<file path="src/rtl/adpsr_defs.svh">
/*
  register offsets, field positions, reset values and timing counts for the
  control and status register segment. assumes a 40 MHz system clock.
*/
`ifndef ADPSR_DEFS_SVH
`define ADPSR_DEFS_SVH

// register word indices; the byte address on the bus is the index times four
`define ADPSR_IDX_BQ_MARK    8'h5C
`define ADPSR_IDX_DAC        8'h5D
`define ADPSR_IDX_PIN_DIR    8'h60
`define ADPSR_IDX_PIN_FUNC   8'h61
`define ADPSR_IDX_DSP        8'h66
`define ADPSR_IDX_DIE        8'h67
`define ADPSR_IDX_POWER      8'h68
`define ADPSR_IDX_MUTE       8'h69
`define ADPSR_IDX_PHASE      8'h6A
`define ADPSR_IDX_IRQ_STAT   8'h7C
`define ADPSR_IDX_IRQ_MASK   8'h7D
`define ADPSR_IDX_MUTE_TIME  8'h7E

// reset values
`define ADPSR_RST_DAC        8'hF8
`define ADPSR_RST_ZERO       8'h00
`define ADPSR_RST_MUTE_TIME  8'h00

// dac control fields
`define ADPSR_DAC_RATE_BIT   7
`define ADPSR_DAC_MATCH_ON   2'h0
`define ADPSR_DAC_MATCH_OFF  2'h3

// pin function codes
`define ADPSR_FN_LOW         5'h00
`define ADPSR_FN_BOTH_MUTE   5'h03
`define ADPSR_FN_LEFT_MUTE   5'h04
`define ADPSR_FN_RIGHT_MUTE  5'h05
`define ADPSR_FN_CLK_BAD     5'h06
`define ADPSR_FN_RSVD_A      5'h07
`define ADPSR_FN_RSVD_B      5'h09
`define ADPSR_FN_FAULT       5'h0B

// dsp bypass bits
`define ADPSR_DSP_SPLIT_BIT  3
`define ADPSR_DSP_FIR_BIT    2
`define ADPSR_DSP_DRC_BIT    1
`define ADPSR_DSP_EQ_BIT     0

// interrupt status bits
`define ADPSR_IRQ_LMUTE_BIT  0
`define ADPSR_IRQ_RMUTE_BIT  1
`define ADPSR_IRQ_CLK_BIT    2
`define ADPSR_IRQ_FAULT_BIT  3
`define ADPSR_IRQ_RSVD_BIT   4

// auto-mute base time: 11.5 ms in tenths of a millisecond, 96 samples per ms,
// rounded up to whole samples
`define ADPSR_MUTE_BASE_US10 115
`define ADPSR_MUTE_BASE_SMP  ((`ADPSR_MUTE_BASE_US10 * 96 + 9) / 10)

`endif

</file>
<file path="src/rtl/adpsr_pkg.sv">
/*
  types shared by the register segment, its bench and its monitor.
  assumes adpsr_defs.svh is on the include path.
*/
package adpsr_pkg;

  typedef enum logic [1:0] {
    ADPSR_PWR_DEEP  = 2'h0,
    ADPSR_PWR_SLEEP = 2'h1,
    ADPSR_PWR_HIGHZ = 2'h2,
    ADPSR_PWR_PLAY  = 2'h3
  } adpsr_power_t;

  typedef struct packed {
    logic        sample_valid;
    logic        left_zero;
    logic        right_zero;
  } adpsr_audio_t;

  typedef struct packed {
    logic        clk_invalid;
    logic        fault;
    adpsr_power_t power;
  } adpsr_status_t;

  typedef struct packed {
    logic        rate_slow;
    logic [1:0]  dither_enable;
    logic [2:0]  dither_level;
    logic        element_matching;
    logic        biquad_first_coef_marker;
    logic        split_coefs;
    logic        bypass_fir;
    logic        bypass_drc;
    logic        bypass_eq;
  } adpsr_ctrl_t;

  typedef enum logic [1:0] {
    ADPSR_BUS_IDLE  = 2'b00,
    ADPSR_BUS_WRITE = 2'b01,
    ADPSR_BUS_READ  = 2'b11
  } adpsr_bus_state_t;

endpackage

</file>
<file path="src/rtl/adpsr_regs.sv">
/*
  control and status register segment of a digital-input class-d amplifier:
  dac modulator settings, multipurpose address pin, dsp bypass switches,
  identity, power state and auto-mute status, plus an interrupt block.
  assumes an ahb-lite master with single word transfers and synchronous
  status inputs from the surrounding device.
*/
// How it works
// - software sets marker bit before first coefficient
// - dac bit 7 picks modulator rate
// - dither enable bits 6-5 pick stages
// - dither level bits 4-2 pick amplitude
// - dac resets 0xF8; select 00 enables matching
// - pin direction bit 0: input or output
// - function 00000 low, 01011 fault low
// - mute codes: both, left, right
// - 00110 clock invalid; 00111, 01001 reserved
// - bit 3 separates or shares coefficients
// - bit 2 bypasses the fir filter
// - bit 1 bypasses l/r compression
// - bit 0 bypasses l/r equalizer
// - read-only die identity at 67h
// - power state read-only at 68h
// - right mute status at bit 1
// - left mute status at bit 0
// - mute after programmed zero-sample run
`timescale 1ns/1ps
`include "adpsr_defs.svh"
module adpsr_regs
  import adpsr_pkg::*;
#(
  parameter logic [7:0] DIE_IDENTITY = 8'h5A, // arbitrary value
  parameter int         CNT_W        = 20
) (
  input  wire logic                     clk_in,
  input  wire logic                     resetn_in,
  input  wire logic                     hsel_in,
  input  wire logic [31:0]              haddr_in,
  input  wire logic [1:0]               htrans_in,
  input  wire logic                     hwrite_in,
  input  wire logic [2:0]               hsize_in,
  input  wire logic [31:0]              hwdata_in,
  input  wire logic                     hready_in,
  output logic [31:0]                   hrdata_out,
  output logic                          hreadyout_out,
  output logic                          hresp_out,
  input  wire adpsr_pkg::adpsr_audio_t  audio_in,
  input  wire adpsr_pkg::adpsr_status_t status_in,
  input  wire logic                     adr_pin_in,
  output logic                          adr_pin_out,
  output logic                          adr_pin_oe_out,
  output logic                          adr_pin_sampled_out,
  output adpsr_pkg::adpsr_ctrl_t        ctrl_out,
  output logic                          irq_out
);
  import adpsr_pkg::*;

  typedef struct packed {
    logic        ph_valid;
    logic        ph_write;
    logic [7:0]  ph_index;
    logic [7:0]  bq_mark;
    logic [7:0]  dac;
    logic [7:0]  pin_dir;
    logic [7:0]  pin_func;
    logic [7:0]  dsp;
    logic [7:0]  phase;
    logic [7:0]  mute_time;
    logic [4:0]  irq_stat;
    logic [4:0]  irq_mask;
    logic [4:0]  ev_prev;
    logic [31:0] rdata;
    logic        pin_q;
    logic        pin_in_q;
  } adpsr_state_t;

  adpsr_state_t st;
  adpsr_state_t next_st;
  logic [1:0]   rst_sync;
  logic         rst_n;
  logic         left_muted;
  logic         right_muted;
  logic [4:0]   events;
  logic [4:0]   ev_rise;
  logic         addr_take;
  logic         pin_level;
  logic [7:0]   mute_byte;

  // power-on release through two flops; only the second is used
  // kept apart from the state struct, which resets on its output
  always_ff @(posedge clk_in or negedge resetn_in) begin
    if (!resetn_in) begin
      rst_sync <= 2'b00;
    end else begin
      rst_sync <= {rst_sync[0], 1'b1};
    end
  end
  assign rst_n = rst_sync[1];

  adpsr_zero_run #(
    .CNT_W           (CNT_W)
  ) u_left_run (
    .clk_in          (clk_in),
    .rst_n_in        (rst_n),
    .sample_valid_in (audio_in.sample_valid),
    .zero_in         (audio_in.left_zero),
    .time_sel_in     (st.mute_time[6:4]),
    .muted_out       (left_muted)
  );

  adpsr_zero_run #(
    .CNT_W           (CNT_W)
  ) u_right_run (
    .clk_in          (clk_in),
    .rst_n_in        (rst_n),
    .sample_valid_in (audio_in.sample_valid),
    .zero_in         (audio_in.right_zero),
    .time_sel_in     (st.mute_time[2:0]),
    .muted_out       (right_muted)
  );

  // byte address to register index; low two bits are dropped, so misaligned addresses hit the containing word
  function automatic logic [7:0] word_index(input logic [31:0] addr);
    word_index = addr[9:2];
  endfunction

  function automatic logic is_reserved_fn(input logic [4:0] fn);
    is_reserved_fn = (fn == `ADPSR_FN_RSVD_A) || (fn == `ADPSR_FN_RSVD_B);
  endfunction

  // pin function mux; unlisted codes park the pin low
  function automatic logic pin_value(input logic [4:0] fn, input logic lm,
                                     input logic rm, input logic ck,
                                     input logic ft);
    unique case (fn)
      `ADPSR_FN_BOTH_MUTE:  pin_value = lm & rm;
      `ADPSR_FN_LEFT_MUTE:  pin_value = lm;
      `ADPSR_FN_RIGHT_MUTE: pin_value = rm;
      `ADPSR_FN_CLK_BAD:    pin_value = ck;
      `ADPSR_FN_FAULT:      pin_value = ~ft;
      default:              pin_value = 1'b0;
    endcase
  endfunction

  assign mute_byte = {6'h00, right_muted, left_muted};
  assign events    = {is_reserved_fn(st.pin_func[4:0]) & st.pin_dir[0],
                      status_in.fault, status_in.clk_invalid,
                      right_muted, left_muted};
  assign ev_rise   = events & ~st.ev_prev;
  assign addr_take = hsel_in & hready_in & htrans_in[1];
  assign pin_level = pin_value(st.pin_func[4:0], left_muted, right_muted,
                               status_in.clk_invalid, status_in.fault);

  always_comb begin
    next_st          = st;
    next_st.ev_prev  = events;
    next_st.pin_q    = pin_level;
    next_st.pin_in_q = adr_pin_in;
    if (hready_in) begin
      next_st.ph_valid = addr_take;
      next_st.ph_write = hwrite_in;
      next_st.ph_index = word_index(haddr_in);
    end
    // write data phase; read-only words have no branch here
    if (st.ph_valid && st.ph_write) begin
      unique case (st.ph_index)
        `ADPSR_IDX_BQ_MARK:   next_st.bq_mark   = {7'h00, hwdata_in[0]};
        `ADPSR_IDX_DAC:       next_st.dac       = hwdata_in[7:0];
        `ADPSR_IDX_PIN_DIR:   next_st.pin_dir   = {7'h00, hwdata_in[0]};
        `ADPSR_IDX_PIN_FUNC:  next_st.pin_func  = {3'h0, hwdata_in[4:0]};
        `ADPSR_IDX_DSP:       next_st.dsp       = {4'h0, hwdata_in[3:0]};
        `ADPSR_IDX_PHASE:     next_st.phase     = hwdata_in[7:0];
        `ADPSR_IDX_IRQ_MASK:  next_st.irq_mask  = hwdata_in[4:0];
        `ADPSR_IDX_MUTE_TIME: next_st.mute_time = {1'b0, hwdata_in[6:4], 1'b0, hwdata_in[2:0]};
        `ADPSR_IDX_IRQ_STAT:  next_st.irq_stat  = st.irq_stat & ~hwdata_in[4:0];
        default: ;
      endcase
    end
    // set wins over a same-cycle write-one clear
    next_st.irq_stat = next_st.irq_stat | ev_rise;
    // read data registered at the address phase
    next_st.rdata = 32'h0000_0000;
    if (addr_take && !hwrite_in) begin
      unique case (word_index(haddr_in))
        `ADPSR_IDX_BQ_MARK:   next_st.rdata = {24'h0, st.bq_mark};
        `ADPSR_IDX_DAC:       next_st.rdata = {24'h0, st.dac};
        `ADPSR_IDX_PIN_DIR:   next_st.rdata = {24'h0, st.pin_dir};
        `ADPSR_IDX_PIN_FUNC:  next_st.rdata = {24'h0, st.pin_func};
        `ADPSR_IDX_DSP:       next_st.rdata = {24'h0, st.dsp};
        `ADPSR_IDX_DIE:       next_st.rdata = {24'h0, DIE_IDENTITY};
        `ADPSR_IDX_POWER:     next_st.rdata = {30'h0, status_in.power};
        `ADPSR_IDX_MUTE:      next_st.rdata = {24'h0, mute_byte};
        `ADPSR_IDX_PHASE:     next_st.rdata = {24'h0, st.phase};
        `ADPSR_IDX_IRQ_STAT:  next_st.rdata = {27'h0, st.irq_stat};
        `ADPSR_IDX_IRQ_MASK:  next_st.rdata = {27'h0, st.irq_mask};
        `ADPSR_IDX_MUTE_TIME: next_st.rdata = {24'h0, st.mute_time};
        default:              next_st.rdata = 32'h0000_0000;
      endcase
    end
  end

  always_ff @(posedge clk_in or negedge rst_n) begin
    if (!rst_n) begin
      st.ph_valid  <= 1'b0;
      st.ph_write  <= 1'b0;
      st.ph_index  <= 8'h00;
      st.bq_mark   <= `ADPSR_RST_ZERO;
      st.dac       <= `ADPSR_RST_DAC;
      st.pin_dir   <= `ADPSR_RST_ZERO;
      st.pin_func  <= `ADPSR_RST_ZERO;
      st.dsp       <= `ADPSR_RST_ZERO;
      st.phase     <= `ADPSR_RST_ZERO;
      st.mute_time <= `ADPSR_RST_MUTE_TIME;
      st.irq_stat  <= 5'h00;
      st.irq_mask  <= 5'h00;
      st.ev_prev   <= 5'h00;
      st.rdata     <= 32'h0000_0000;
      st.pin_q     <= 1'b0;
      st.pin_in_q  <= 1'b0;
    end else begin
      st.ph_valid  <= next_st.ph_valid;
      st.ph_write  <= next_st.ph_write;
      st.ph_index  <= next_st.ph_index;
      st.bq_mark   <= next_st.bq_mark;
      st.dac       <= next_st.dac;
      st.pin_dir   <= next_st.pin_dir;
      st.pin_func  <= next_st.pin_func;
      st.dsp       <= next_st.dsp;
      st.phase     <= next_st.phase;
      st.mute_time <= next_st.mute_time;
      st.irq_stat  <= next_st.irq_stat;
      st.irq_mask  <= next_st.irq_mask;
      st.ev_prev   <= next_st.ev_prev;
      st.rdata     <= next_st.rdata;
      st.pin_q     <= next_st.pin_q;
      st.pin_in_q  <= next_st.pin_in_q;
    end
  end

  // zero-wait slave, always okay
  assign hreadyout_out = 1'b1;
  assign hresp_out     = 1'b0;
  assign hrdata_out    = st.rdata;

  // pin driven only when configured as output
  assign adr_pin_oe_out      = st.pin_dir[0];
  assign adr_pin_out         = st.pin_q;
  assign adr_pin_sampled_out = st.pin_dir[0] ? 1'b0 : st.pin_in_q;

  // rate bit: 1 slow 3.072 MHz, 0 fast 6.144 MHz
  assign ctrl_out.rate_slow                = st.dac[`ADPSR_DAC_RATE_BIT];
  assign ctrl_out.dither_enable            = st.dac[6:5];
  assign ctrl_out.dither_level             = st.dac[4:2];
  // only the 00 code enables matching; mixed codes treated as off
  assign ctrl_out.element_matching         = (st.dac[1:0] == `ADPSR_DAC_MATCH_ON);
  assign ctrl_out.biquad_first_coef_marker = st.bq_mark[0];
  assign ctrl_out.split_coefs              = st.dsp[`ADPSR_DSP_SPLIT_BIT];
  assign ctrl_out.bypass_fir               = st.dsp[`ADPSR_DSP_FIR_BIT];
  assign ctrl_out.bypass_drc               = st.dsp[`ADPSR_DSP_DRC_BIT];
  assign ctrl_out.bypass_eq                = st.dsp[`ADPSR_DSP_EQ_BIT];

  assign irq_out = |(st.irq_stat & st.irq_mask);
endmodule

</file>
<file path="src/rtl/adpsr_zero_run.sv">
/*
  counts consecutive zero samples of one channel and raises the mute level
  once the run reaches the programmed length. assumes sample_valid pulses
  once per sample and the caller handles the sample-rate scaling.
*/
`timescale 1ns/1ps
`include "adpsr_defs.svh"
module adpsr_zero_run #(
  parameter int CNT_W = 20
) (
  input  wire logic             clk_in,
  input  wire logic             rst_n_in,
  input  wire logic             sample_valid_in,
  input  wire logic             zero_in,
  input  wire logic [2:0]       time_sel_in,
  output logic                  muted_out
);
  typedef struct packed {
    logic [CNT_W-1:0] count;
    logic             muted;
  } adpsr_run_t;

  adpsr_run_t st;
  adpsr_run_t next_st;
  logic [CNT_W-1:0] limit;

  // run lengths in samples at 96 kHz; no scaling for the sample strobe rate
  function automatic logic [CNT_W-1:0] run_len(input logic [2:0] sel);
    unique case (sel)
      3'h0:    run_len = CNT_W'(`ADPSR_MUTE_BASE_SMP);
      3'h1:    run_len = CNT_W'(5088);
      3'h2:    run_len = CNT_W'(10224);
      3'h3:    run_len = CNT_W'(25584);
      3'h4:    run_len = CNT_W'(51360);
      3'h5:    run_len = CNT_W'(102240);
      3'h6:    run_len = CNT_W'(255840);
      default: run_len = CNT_W'(511680);
    endcase
  endfunction

  always_comb begin
    limit   = run_len(time_sel_in);
    next_st = st;
    if (sample_valid_in) begin
      if (!zero_in) begin
        next_st.count = '0;
        next_st.muted = 1'b0;
      end else if (st.count >= limit - CNT_W'(1)) begin
        next_st.muted = 1'b1;
      end else begin
        next_st.count = st.count + CNT_W'(1);
      end
    end
  end

  always_ff @(posedge clk_in or negedge rst_n_in) begin
    if (!rst_n_in) begin
      st <= '0;
    end else begin
      st <= next_st;
    end
  end

  assign muted_out = st.muted;
endmodule

</file>
<file path="config.mk">
export PLATFORM = sky130hd
export DESIGN_NAME = adpsr_regs
export DESIGN_NICKNAME = d
export VERILOG_FILES = /design/src/rtl/adpsr_pkg.sv /design/src/rtl/adpsr_regs.sv /design/src/rtl/adpsr_zero_run.sv
export VERILOG_INCLUDE_DIRS = /design/src /design/src/rtl
export SDC_FILE = /design/constraint.sdc
export NUM_CORES = 1
export LEC_CHECK = 0
export ABC_AREA = 1
export ABC_CLOCK_PERIOD_IN_PS = 4300
export BUFFER_PORTS_ARGS = -buffer_cell sky130_fd_sc_hd__buf_4
export CAP_MARGIN = 25
export CORE_UTILIZATION = 57
export CTS_CLUSTER_DIAMETER = 100
export DETAILED_ROUTE_END_ITERATION = 10
export HOLD_SLACK_MARGIN = 0.12
export PLACE_DENSITY = 0.81
export SYNTH_ARGS = -nofsm -noshare
export SYNTH_HDL_FRONTEND = slang
export SYNTH_SLANG_ARGS = --single-unit
</file>
<file path="constraint.sdc">
create_clock -name clk_in -period 4.3 [get_ports clk_in]
set_clock_uncertainty 0.1 [all_clocks]
set_input_delay 1.075 -clock clk_in [delete_from_list [all_inputs] [get_ports clk_in]]
set_output_delay 1.075 -clock clk_in [all_outputs]
set_load 0.05 [all_outputs]
</file>
* Word-level counts from Yosys, hierarchy flattened *
Index checks and enable logic that the tools add are counted.
Widths: inputs -> output; s select.

word-level totals
  register bits after elaboration = 136
  output and inout bits = 50
  word-level logic and storage cells = 117

operators by class
  add/sub/neg operators = 4
  order comparisons = 2
  eq/ne operators = 44
  multiplexer cells = 15
  bitwise gates (word level) = 11
  reduce and logical (&&, ||, !) cells = 20

operator list
  operator               count
  $pmux 19 s7            2
  $eq 8x7->1 const B     21
  $pmux 8 s12            1
  $mux 21                2
  $add 20x1->20 const B  2
  $ge 20x20->1           2
  $mux 20                2
  $sub 19x1->20 const B  2
  $reduce_and 2->1       12
  $eq 5x3->1 const B     4
  $eq 3x3->1 const B     6
  $and 5x5->5            3
  $eq 3x2->1 const B     4
  $eq 5x4->1 const B     2
  $mux 10                1
  $mux 5                 2
  $not 5->5              2
  $mux 8                 1
  $eq 3x1->1 const B     2
  $logic_not 3->1        2
  $eq 5x2->1 const B     1
  $or 5x5->5             1
  $pmux 1 s5             1
  $reduce_or 5->1        1
  other kinds (9)        17

* Logic depth before layout (Yosys ltp) *
  depth after elaboration = 6
  gate-level depth with buffers = 20

* Modules after synthesis *
Synthesis repeated with hierarchy kept, for this count alone.

second synthesis, totals
  cell total of the unflattened synthesis = 1037
  area, all modules = 7512.2 um^2

modules (own cells, without submodules)
  module          instances  cells each  area each (um^2)
  adpsr_zero_run  2          287         1916.8
  adpsr_regs      1          463         3678.5

* Least setup slack after synthesis *
OpenSTA, ideal clock, no wires.

  path kind = reg-to-reg
  from = register st[50] in the netlist's numbering
  to = register u_right_run.st[20] in the netlist's numbering
  setup time = 0.118 ns
  data arrival time = 2.351 ns
  data required time = 4.082 ns
  slack = 1.731 ns
  stages on the path, launching flop included = 18
  path buffers = 2
  cell sequence = dfrtp_1 clkbuf_1 nor2_1 inv_1 nor2_1 a21oi_1 ha_1 xor2_1 ha_1 nand2_1 nor2_1 nand2_1 nand3b_1 nand3_1 nand2_2 buf_6 nand3_1 nand2_1

between the ends
  word-level cells in the longest chain between the ends = 6
  elaborated cells on any way between the ends = 12
  those cells by class = 1 x add/sub; 1 x order compare; 7 x eq/ne; 1 x mux; 2 x reduce/logical

ends and longest elaborated chain
  element                             RTL line              source
  start, declared                     adpsr_regs.sv:77      adpsr_state_t st;
  $eq 3x3->1 (tied with other cells)  adpsr_zero_run.sv:29  unique case (sel)
  $pmux 19 s7 *                       adpsr_zero_run.sv:29
  $sub 19x1->20 *                     adpsr_zero_run.sv:48  end else if (st.count >= limit - CNT_W'(1)) begin
  $ge 20x20->1 *                      adpsr_zero_run.sv:48
  $ne 2x2->1 (no line) *              --
  $reduce_and 2->1 (no line) *        --
  end signal, assigned                adpsr_zero_run.sv:60  st <= next_st;
  end, declared                       adpsr_zero_run.sv:23  adpsr_run_t st;

Every way passes the cells marked *; elsewhere a longest branch is shown, timed or not.
A chain may end at the register's enable or synchronous reset.

* Worst setup path in the final report *
  from = register st[55] in the netlist's numbering
  to = register u_left_run.st[7] in the netlist's numbering

between the ends
  word-level cells in the longest chain between the ends = 6
  elaborated cells on any way between the ends = 12
  those cells by class = 1 x add/sub; 1 x order compare; 7 x eq/ne; 1 x mux; 2 x reduce/logical

ends and longest elaborated chain
  element                             RTL line
  $eq 3x3->1 (tied with other cells)  adpsr_zero_run.sv:29
  $pmux 19 s7 *                       adpsr_zero_run.sv:29
  $sub 19x1->20 *                     adpsr_zero_run.sv:48
  $ge 20x20->1 *                      adpsr_zero_run.sv:48
  $ne 2x2->1 (no line) *              --
  $reduce_and 2->1 (no line) *        --
  end signal, assigned                adpsr_zero_run.sv:60
  end, declared                       adpsr_zero_run.sv:23

Marked as above.

==> results.md <==
* Worst-margin pin slew at about 740 ps
* Post-CTS resize count at 0
* Reg area at roughly 2800 µm²
* Synth top area cells: dfrtp_1 36%, nand2_1 15%, nand3_1 6.5%
* Setup TNS at 0 ps
* Worst-path cell chain: inv_1, o21ai_0, a21boi_0, ha_1, xnor2_1, ha_1, nand2_1, inv_1, nand2_1, nand2_1, nand2_1, nand2_1, nand2_1, nand3_4, nand2_4, nand2_1, nand2_1
* First-pass GRT wire length at roughly 28 mm
* Netlist Area Pre-Place at 7457 µm²
* PwrDens at between 200 and 300 nW/µm²
* Hold Fails Final Rpt at 0
* Fraction of registers with async set or reset after synthesis at between 90% and 100%
* Period utilization at a little over two thirds
* EDFF count, synth at 0
* Initial Util at around three fifths
* Cell count after synthesis at 1042
* Distinct cell type count after synthesis at 46
* Seq/Total Area, Yosys at 37.67%
* CP Max Fanout at 21
* Largest net degree at the start of global routing at between 40 and 50
* Footprint of the multi-input gates at approximately 3900 µm²
* Slew Viols, Final at 0
* Placed instance count at between 1000 and 1500
* CTS tree: built
* CTS max path bufs at 2
* Per-cell routed wire length at 13.64 µm
* Worst Hold Class: reg -> async
* CTS root buffer: clkbuf_16
* CTS Hold Buffers Added at 0
* Crit end category: flop
* RSZ-0062 raised after global routing: no
* Post-DP HPWL at around 12 mm
* # Post-CTS Setup Buffers at 0
* Cell row count at 41
* Post-route setup slack at ~1300 ps
* Die height at 116.4 µm
* Layout cells sized above 1 at 11.21%
* GR Util All Layers at a little over a quarter
* CP Buf/Inv Count at 2
* Synth Warn # at 0
* Post-layout instance area at between 8000 and 9000 µm²
* Most common cell in the synthesized netlist: nand2_1
* Die area at 13540 µm²
* Core area at approximately 13000 µm²
* Kind of critical path: reg -> reg
* Leakage power at 4.260 nW
* Nets at 1183
* Pwr Total at 2.299 mW
* I/O Buffers at 53
* Routed wire length at ~17 mm
* Minimum clock period at ~3000 ps
* Syn Area/Cell at between 7 and 8 µm²
* Initial antenna violation count at 0
* Main flop type after synthesis: dfrtp_1
* Gp weighted congestion at between 0.9 and 1
* Layout fillers at roughly 1200
* Clock sink count at approximately 110
* Vias in the first global route at approximately 5800
* Yosys reg bits at 112
* Crit path arrival time at 3230 ps
* Area after DPL at a little under 8000 µm²
* Maxcap violations at 0
* Final ANT Viol Nets at 0
* Non-Filler Instances at about 1200
* Die width at approximately 120 µm
* Worst-path clk slew at ~80 ps
* DR vias at 6571
* Grt total ovfl at 0
* P&R area growth vs syn at 7.550%
* Average vias per placed instance at 5.291
* Startpoint types: flop
* Worst path top cell family by delay: simple AND/OR/NAND/NOR gates
* Initial DRC count at 652
* Status: finished clean
* Worst slew margin at a little over 50%
* Slowest CP cell: dfrtp_1
* Post-synth top area share at a little over a third
* CP max stage delay at 490 ps
* Top Ports at approximately 130
* First-pass DRT Iterations at 5
* Num CTS Buffers at 9
* Worst skew pair latency at around 360 ps
* Max Freq at 329.4 MHz
* Most common cell on crit path: nand2_1
* Final setup fails at 0
* # DRC at 0
* Max VDD drop at between 0.0002 and 0.0003 V
* Largest area contributor in the netlist: dfrtp_1
* Worst slack, placed at approximately 1300 ps
* Most instantiated cells after synthesis: 301 x nand2_1, 112 x nor2_1, 107 x dfrtp_1
* CP required at between 4000 and 5000 ps
* Htree depth at 3
* ANT cells at 0
[worst register-to-register path: stages, from the launching register on]
cell and delay (ps):
dfrtp_1 490, inv_1 180, o21ai_0 260, a21boi_0 230
ha_1 190, xnor2_1 120, ha_1 250, nand2_1 80
inv_1 40, nand2_1 50, nand2_1 50, nand2_1 50
nand2_1 50, nand2_1 110, nand3_4 250, nand2_4 300
nand2_1 80, nand2_1 80
[metrics by stage]
step	hold WS, ps	utilization, %
2_1_floorplan	231.2	-
3_3_place_gp	178.4	60.82
3_5_place_dp	183.4	60.82
4_1_cts	185.6	63.30
5_1_grt	215.5	63.30
6_report	174.8	63.30
[layout by cell type, fill, tap and decap left out, types with 2 or more instances in the layout]
cell	synthesis	layout
nand2_2	10	10
nor3_2	2	2
a21o_1	3	3
clkbuf_8	1	2
conb_1	2	29
nand3_1	97	97
nand4_1	12	12
nand3_2	6	6
a31oi_1	3	3
xor2_1	5	5
inv_1	97	97
inv_2	3	3
nor2_1	112	112
o21ai_1	7	7
a21oi_1	29	29
o22ai_1	2	2
o21ai_0	71	71
clkbuf_16	0	9
inv_6	0	2
nor4_1	2	2
dfstp_2	5	5
o21a_1	3	3
nor2_4	5	5
nor2_2	11	11
nor3_1	17	17
o211ai_1	2	2
nand2_1	301	301
xnor2_1	6	6
ha_1	36	36
clkinv_2	1	2
dfrtp_1	107	106
nand3b_1	3	3
buf_4	47	56
[report_power, final]
group	total, mW	switching [mW]	leakage, nW	internal, mW
Combinational	0.282	0.208	2.78	0.0743
Sequential	1.13	0.0399	1.32	1.09
Clock	0.888	0.399	0.157	0.488
Total	2.30	0.647	4.26	1.65
[sequential cells by signal, indices dropped and copies added (netlist names)]
signal and count:
hrdata_out 8, rst_sync 2, st 47, ctrl_out 11, u_right_run.st 20, adr_pin_out 1, adr_pin_oe_out 1, u_right_run.muted_out 1
u_left_run.muted_out 1, u_left_run.st 20
[logic make-up after synthesis]
| family | synth area share (%) |
|---|---|
| mux | 0.1510 |
| flops | 37.67 |
| fa+ha+maj | 6.040 |
| buf+inv | 11.83 |
| compound gates | 8.943 |
| other cells | 0.1007 |
| simple gates | 33.98 |
| xor+xnor | 1.292 |
[area by class of cell]
cell class                 count  area share (%)
multi-input combinational    783           48.22
sequential                   112           35.07
timing repair buffer          56           5.242
inverter                     103           4.867
clock buffer                  11           3.151
tap                          172           2.683
clock inverter                 5          0.7644
[worst paths after layout]
path / start / end / slack (ps) / depth (start not counted)
max reg2reg: st[55]$_DFFE_PN0P_ / u_left_run.st[7]$_DFFE_PN0P_ / 1260 / 17
min reg2reg: rst_sync[1]$_DFF_PN0_ / u_right_run.st[5]$_DFFE_PN0P_ / 170 / 0
max: st[55]$_DFFE_PN0P_ / u_left_run.st[7]$_DFFE_PN0P_ / 1260 / 17
min in group clk_in: rst_sync[0]$_DFF_PN0_ / rst_sync[1]$_DFF_PN0_ / 260 / 0
max in group asynchronous: rst_sync[1]$_DFF_PN0_ / ctrl_out[6]$_DFFE_PN0P_ / 2980 / 1
min: rst_sync[1]$_DFF_PN0_ / u_right_run.st[5]$_DFFE_PN0P_ / 170 / 0
[per-layer routing]
| metal | GRT usage (%) | wire [µm] |
|---|---|---|
| met5 | 0 | 0 |
| met1 | 36.66 | 8075 |
| met3 | 5.397 | 917 |
| met2 | 40.75 | 7661 |
| met4 | 8.205 | 280 |
(Power assumes the default switching activity.)
